===== config.mk =====
export PLATFORM = sky130hd
export DESIGN_NAME = vsp_stream_port
export DESIGN_NICKNAME = d
export VERILOG_FILES = /design/src/rtl/vsp_pkg.sv /design/src/rtl/vsp_stream_port.sv
export VERILOG_INCLUDE_DIRS = /design/src /design/src/rtl
export SDC_FILE = /design/constraint.sdc
export NUM_CORES = 1
export LEC_CHECK = 0
export BUFFER_PORTS_ARGS = -buffer_cell sky130_fd_sc_hd__buf_4
export CORE_ASPECT_RATIO = 0.75
export CORE_MARGIN = 2
export CORE_UTILIZATION = 50
export CTS_BUF_LIST = sky130_fd_sc_hd__clkbuf_4 sky130_fd_sc_hd__clkbuf_8 sky130_fd_sc_hd__clkbuf_16
export CTS_CLUSTER_DIAMETER = 30
export CTS_CLUSTER_SIZE = 20
export DETAILED_ROUTE_END_ITERATION = 7
export PLACE_DENSITY = 0.77
export SYNTH_ARGS = -nofsm -noshare
export SYNTH_HDL_FRONTEND = slang
export SYNTH_SLANG_ARGS = --single-unit

===== constraint.sdc =====
create_clock -name i_core_clk -period 3.42 [get_ports i_core_clk]
set_input_delay 0.342 -clock i_core_clk [delete_from_list [all_inputs] [get_ports i_core_clk]]
set_output_delay 0.342 -clock i_core_clk [all_outputs]
set_load 0.1 [all_outputs]

===== src/rtl/vsp_defines.svh =====
// constants of the video stream port: widths, latency, response codes
`ifndef VSP_DEFINES_SVH
`define VSP_DEFINES_SVH

// ************************************************************
// stream word layout
// ************************************************************
`define VSP_COMP_W        8
`define VSP_PIX_W         24
`define VSP_SOF_BIT       0

// ************************************************************
// pipeline latency: base plus upper and lower limit stages
// ************************************************************
`define VSP_LAT_BASE      9
`define VSP_LAT_CLIP      1
`define VSP_LAT_CLAMP     1
`define VSP_LATENCY       (`VSP_LAT_BASE + `VSP_LAT_CLIP + `VSP_LAT_CLAMP)

// ************************************************************
// stream reset hold, in cycles of the slowest clock
// ************************************************************
`define VSP_RST_MIN_CYC   32

// ************************************************************
// control port widths and answers
// ************************************************************
`define VSP_CTL_ADDR_W    32
`define VSP_CTL_DATA_W    32
`define VSP_CTL_RESP_W    2
`define VSP_RESP_SLVERR   2'h2
`define VSP_RDATA_RST     32'h00000000

`endif


===== src/rtl/vsp_pkg.sv =====
// types of the video stream port
package vsp_pkg;
    typedef logic [23:0] vsp_pix_t;
    typedef logic [1:0]  vsp_resp_t;
    typedef logic [3:0]  vsp_run_t;
endpackage


===== src/rtl/vsp_stream_port.sv =====
// video stream port: stream handshake, markers, pipeline and control port
//
// Behaviour
// - stream inputs sampled on rising clock edge; registered outputs change only after it, o_s_tready is combinational.
// - with stream enable low, all stream state and output beats stay frozen; o_s_tready follows i_m_tready while the last stage holds a beat, else stays high.
// - with stream enable low, inputs ignored except the stream reset.
// - low stream reset clears stream logic at next edge, regardless of enable.
// - stream enable and reset never touch the control port logic; both share the clock i_core_clk.
// - pixel words 24 bits only, three 8-bit components; no 10/12-bit components.
// - beat moves only when ready, valid, enable and reset are all high.
// - beats carry only active picture samples, never blanking or ancillary data.
// - frame start on user bit zero marks exactly the first pixel beat.
// - frame start may rise early while valid stays low.
// - line end marker marks exactly the last pixel beat of a line.
// - without control port, fixed build settings; only reset and enable steer it.
// - control port samples its inputs on the rising edge of its clock.
// - control port uses 32-bit addresses and data, 2-bit responses.
// - control port has its own enable; low enable stalls the port.
// - pipeline latency nine plus one per limit stage, eleven in total.
// - one converted sample per clock cycle sustained.
`timescale 1ns/100ps
`include "vsp_defines.svh"

module vsp_stream_port
    import vsp_pkg::*;
(
    // clock and reset
    input  wire logic                        i_core_clk,
    input  wire logic                        i_nrst,
    // stream enable and synchronous stream reset
    input  wire logic                        i_stream_clk_en,
    input  wire logic                        i_stream_nrst,
    // input stream
    input  wire vsp_pix_t                    i_s_tdata,
    input  wire logic                        i_s_tvalid,
    input  wire logic                        i_s_tuser,
    input  wire logic                        i_s_tlast,
    output logic                             o_s_tready,
    // output stream
    output vsp_pix_t                         o_m_tdata,
    output logic                             o_m_tvalid,
    output logic                             o_m_tuser,
    output logic                             o_m_tlast,
    input  wire logic                        i_m_tready,
    // control port enable and synchronous reset
    input  wire logic                        i_ctl_clk_en,
    input  wire logic                        i_ctl_nrst,
    // control port write channels
    input  wire logic                        i_ctl_awvalid,
    output logic                             o_ctl_awready,
    input  wire logic [`VSP_CTL_ADDR_W-1:0]  i_ctl_awaddr,
    input  wire logic                        i_ctl_wvalid,
    output logic                             o_ctl_wready,
    input  wire logic [`VSP_CTL_DATA_W-1:0]  i_ctl_wdata,
    output vsp_resp_t                        o_ctl_bresp,
    output logic                             o_ctl_bvalid,
    input  wire logic                        i_ctl_bready,
    // control port read channels
    input  wire logic                        i_ctl_arvalid,
    output logic                             o_ctl_arready,
    input  wire logic [`VSP_CTL_ADDR_W-1:0]  i_ctl_araddr,
    output logic                             o_ctl_rvalid,
    input  wire logic                        i_ctl_rready,
    output logic [`VSP_CTL_DATA_W-1:0]       o_ctl_rdata,
    output vsp_resp_t                        o_ctl_rresp
);

    localparam int N = `VSP_LATENCY;

    // ************************************************************
    // stream handshake
    // ************************************************************
    vsp_pix_t data_q  [N];
    logic     valid_q [N];
    logic     sof_q   [N];
    logic     eol_q   [N];
    logic     advance_w;
    logic     step_w;
    logic     in_fire_w;

    // whole pipeline moves when the last stage is empty or taken
    assign advance_w  = !valid_q[N-1] || i_m_tready;
    assign step_w     = i_stream_clk_en && advance_w;
    assign o_s_tready = i_stream_nrst && advance_w;
    assign in_fire_w  = i_s_tvalid && o_s_tready && i_stream_clk_en;

    // ************************************************************
    // pipeline stages, one per latency cycle
    // ************************************************************
    genvar g;
    for (g = 0; g < N; g++) begin : g_stage
        vsp_pix_t prev_data_w;
        logic     prev_valid_w;
        logic     prev_sof_w;
        logic     prev_eol_w;
        if (g == 0) begin : g_head
            assign prev_data_w  = i_s_tdata;
            assign prev_valid_w = in_fire_w;
            assign prev_sof_w   = i_s_tuser;
            assign prev_eol_w   = i_s_tlast;
        end else begin : g_body
            assign prev_data_w  = data_q[g-1];
            assign prev_valid_w = valid_q[g-1];
            assign prev_sof_w   = sof_q[g-1];
            assign prev_eol_w   = eol_q[g-1];
        end
        // stage register: reset first, then enable-gated shift
        always_ff @(posedge i_core_clk or negedge i_nrst) begin
            if (!i_nrst) begin
                data_q[g]  <= '0;
                valid_q[g] <= 1'b0;
                sof_q[g]   <= 1'b0;
                eol_q[g]   <= 1'b0;
            end else if (!i_stream_nrst) begin
                data_q[g]  <= '0;
                valid_q[g] <= 1'b0;
                sof_q[g]   <= 1'b0;
                eol_q[g]   <= 1'b0;
            end else if (step_w) begin
                data_q[g]  <= prev_data_w;
                valid_q[g] <= prev_valid_w;
                sof_q[g]   <= prev_valid_w && prev_sof_w;
                eol_q[g]   <= prev_valid_w && prev_eol_w;
            end
        end
    end

    // output beat straight from the last stage
    assign o_m_tdata  = data_q[N-1];
    assign o_m_tvalid = valid_q[N-1];
    assign o_m_tuser  = sof_q[N-1];
    assign o_m_tlast  = eol_q[N-1];

    // ************************************************************
    // control port: own enable and reset, no registers mapped
    // ************************************************************
    logic bvalid_q;
    logic rvalid_q;
    logic wr_take_w;
    logic rd_take_w;

    // write address and data taken together, one at a time
    assign wr_take_w     = i_ctl_clk_en && !bvalid_q && i_ctl_awvalid && i_ctl_wvalid;
    assign rd_take_w     = i_ctl_clk_en && !rvalid_q && i_ctl_arvalid;
    assign o_ctl_awready = wr_take_w;
    assign o_ctl_wready  = wr_take_w;
    assign o_ctl_arready = rd_take_w;
    assign o_ctl_bvalid  = bvalid_q;
    assign o_ctl_rvalid  = rvalid_q;
    assign o_ctl_bresp   = `VSP_RESP_SLVERR;
    assign o_ctl_rresp   = `VSP_RESP_SLVERR;

    // response flags; stream pins play no part here
    always_ff @(posedge i_core_clk or negedge i_nrst) begin
        if (!i_nrst) begin
            bvalid_q    <= 1'b0;
            rvalid_q    <= 1'b0;
            o_ctl_rdata <= `VSP_RDATA_RST;
        end else if (!i_ctl_nrst) begin
            bvalid_q    <= 1'b0;
            rvalid_q    <= 1'b0;
            o_ctl_rdata <= `VSP_RDATA_RST;
        end else if (i_ctl_clk_en) begin
            bvalid_q    <= wr_take_w || (bvalid_q && !i_ctl_bready);
            rvalid_q    <= rd_take_w || (rvalid_q && !i_ctl_rready);
            o_ctl_rdata <= `VSP_RDATA_RST;
        end
    end

    // ************************************************************
    // checks
    // ************************************************************
    vsp_run_t run_q;
    // consecutive cycles with a free-flowing stream
    always_ff @(posedge i_core_clk or negedge i_nrst) begin
        if (!i_nrst) begin
            run_q <= '0;
        end else if (!(i_stream_clk_en && i_stream_nrst && i_m_tready)) begin
            run_q <= '0;
        end else if (run_q != 4'hF) begin
            run_q <= run_q + 4'h1;
        end
    end
endmodule


==> results.toml <==
[sta]
hold_slack_ns = 0.0746
timing.fmax_mhz = 536
rsz0062_at_grt = "false"
slew_violations = 0
finalHoldViolCount = 0
period_share_pct = 54.6
relSlewSlack_pct = 43.2
worstMarginPinSlew_ns = 0.853
setup_viol = 0
period_needed_ns = 1.87
tns_ns = 0
worst_clock_skew_ns = 0.0169

[synthesis]
yosysWarnings = 0
yosysTopAreaCellShare_pct = 59.1
seq_area_frac_synth_pct = 59.1
syn_area_um2 = 12600
synthTopCellsByArea = "dfrtp_1 (59%), mux2i_1 (24%), nand2_1 (9.6%), buf_4 (2.6%), buf_6 (2.3%)"
synth-seq-cells = 299
yosysTopAreaCell = "dfrtp_1"
syn_inst = 1060
synth_cell_type_count = 17
postSynthAreaPerCell_um2 = 11.9

[flow_run]
max_cap_viol_count = 0

[detailed_routing]
antenna_left = 0
drc = 0
drt_iter0_markers = 535
wl_per_cell_um = 13.8
dr.pass1.iters = 6
wl_um = 20500
via_per_inst = 4.90
num_vias = 7303

[cts]
cts_buffers = 42
cts_tree = "done"
cts_sinks = 299
cts_buffer_depth = 3
cts_resized = 0
clkSlewWorstSetupHoldPaths_ns = 0.05
cts_root_buffer = "clkbuf_16"
postCtsSetupRepairBufs = 0
insertion_delay_ns = 0.51
htreeDepth = 2

[layout]
multi_input_area_um2 = 4520
area_growth_pct = 15.3
mostFrequentLayoutCells = "nand2_1 (324), dfrtp_1 (299), mux2i_1 (297)"
filler_cell_count = 2013
drive_above_1_share_pct = 14.3
regArea_um2 = 7480
layout_commonest_cell = "nand2_1"
final_nets = 1253
diodes = 0

[die]
die_width_um = 188
num_rows = 50
num_io_pins = 204
fp.coreArea_um2 = 24900
dieArea_um2 = 26600
die-height_um = 142
start_util_pct = 50.8

[grt]
grt_pass1_wl_um = 36300
grt_antenna_before_repair = 0
overflow = 0
grt_max_degree = 127
globalRouteTotalUtil_pct = 16.2
grt_pass1_vias = 7213

[worst_setup_path]
crit_required_ns = 3.85
path_max_fanout = 67
start_kind = "register"
critPathKind = "register to register"
crit_arrival_ns = 2.29
cp-end-kind = "register"

[power]
p_leak_nw = 7.47
peakVddDrop_mv = 0.467
p_per_area_nw_per_um2 = 578

[placement]
dp_hpwl_um = 11800
io_buffers = 71
routabilityCongestion = 0.680

[hold_path]
hold_path_class = "input port to register"

[outcome]
status = "completed"
power breakdown:
group | leakage (nW) | total (W) | internal (W) | switching [W]
combinational | 2.61 | 0.000599 | 0.000152 | 0.000447
sequential | 4.15 | 0.00359 | 0.00358 | 0.0000111
clock | 0.707 | 0.00424 | 0.00266 | 0.00158
stage by stage:
step | setup slack [ns] | cell area (um^2) | std cells | total power, W | utilization, %
floorplan | 0.846 | 12800 | 1094 | 0.00415 | -
global placement | 1.50 | 13200 | 1411 | 0.00425 | 52.9
detailed placement | 1.44 | 13200 | 1411 | 0.00426 | 52.9
CTS | 1.54 | 14600 | 1489 | 0.00853 | 58.6
global route | 1.44 | 14600 | 1489 | 0.00874 | 58.6
finish | 1.55 | 14600 | 1489 | 0.00843 | 58.6
area by class of cell:
| class | instances | area share [%] |
|---|---|---|
| clock buffer | 50 | 7.86 |
| clock inverter | 27 | 1.80 |
| multi-input combinational | 688 | 31.0 |
| sequential | 299 | 51.3 |
| tap | 338 | 2.90 |
| timing repair buffer | 87 | 5.20 |
synth_stat cells:
master and count:
a21oi_1 2, and2_1 1, and3b_1 1, and4b_1 1, buf_1 6, buf_2 21
buf_4 44, buf_6 26, clkbuf_1 10, conb_1 2, dfrtp_1 299, mux2i_1 297
nand2_1 324, nand2_4 1, nand2b_4 1, nand3_1 22, nor2b_1 2
critical path, stage by stage, from the launching register on:
cell and delay (ns):
dfrtp_1 0.43, nand2b_4 0.10, nand2_8 0.45, buf_12 0.45
mux2i_1 0.26
state kept, by name (all words and copies together), names as in the netlist:
register,count
o_m_tuser,1
g_stage.prev_valid_w,10
g_stage.prev_data_w,240
o_ctl_rvalid,1
o_m_tdata,24
g_stage.prev_eol_w,10
o_m_tvalid,1
g_stage.prev_sof_w,10
o_m_tlast,1
o_ctl_bvalid,1
routing by layer:
| layer | up-vias | wire [um] | GRT usage, % |
|---|---|---|---|
| met3 | 31 | 868 | 3.29 |
| met5 | - | 0 | 0 |
| met1 | 3526 | 10300 | 24.7 |
| met2 | 118 | 9000 | 23.8 |
| met4 | 0 | 341 | 4.39 |
| li1 | 3628 | - | - |
cells by family (layout without fill, tap and decap cells):
| family | after synthesis | count (layout) | synth area share, % |
|---|---|---|---|
| and+or+nand+nor | 353 | 353 | 11.0 |
| DFF | 299 | 299 | 59.1 |
| muxes | 297 | 297 | 23.5 |
| buffers and inverters | 107 | 164 | 6.23 |
| other | 2 | 36 | 0.0594 |
| AOI/OAI and AO/OA | 2 | 2 | 0.0791 |
timing repair:
| action | CTS | global route |
|---|---|---|
| setup endpoints to repair | 0 | 0 |
| endpoints found under the hold margin | 105 | 0 |
| hold buffers | 1 | 0 |
path summary, 6_finish.rpt:
| check | start | end | slack (ns) | cells after the start |
|---|---|---|---|---|
| min reg2reg | g_stage[5].prev_data_w[16]$_DFFE_PN0P_ | g_stage[6].prev_data_w[16]$_DFFE_PN0P_ | 0.53 | 2 |
| max in group asynchronous | i_nrst | g_stage[5].prev_data_w[12]$_DFFE_PN0P_ | 2.05 | 3 |
| min | i_ctl_nrst | o_ctl_rvalid$_DFFE_PN0P_ | 0.07 | 2 |
| max | o_m_tvalid$_DFFE_PN0P_ | o_m_tdata[22]$_DFFE_PN0P_ | 1.55 | 4 |
| max reg2reg | o_m_tvalid$_DFFE_PN0P_ | o_m_tdata[22]$_DFFE_PN0P_ | 1.55 | 4 |
| min in group asynchronous | i_nrst | o_m_tlast$_DFFE_PN0P_ | 0.46 | 2 |
(Power assumes the default switching activity.)
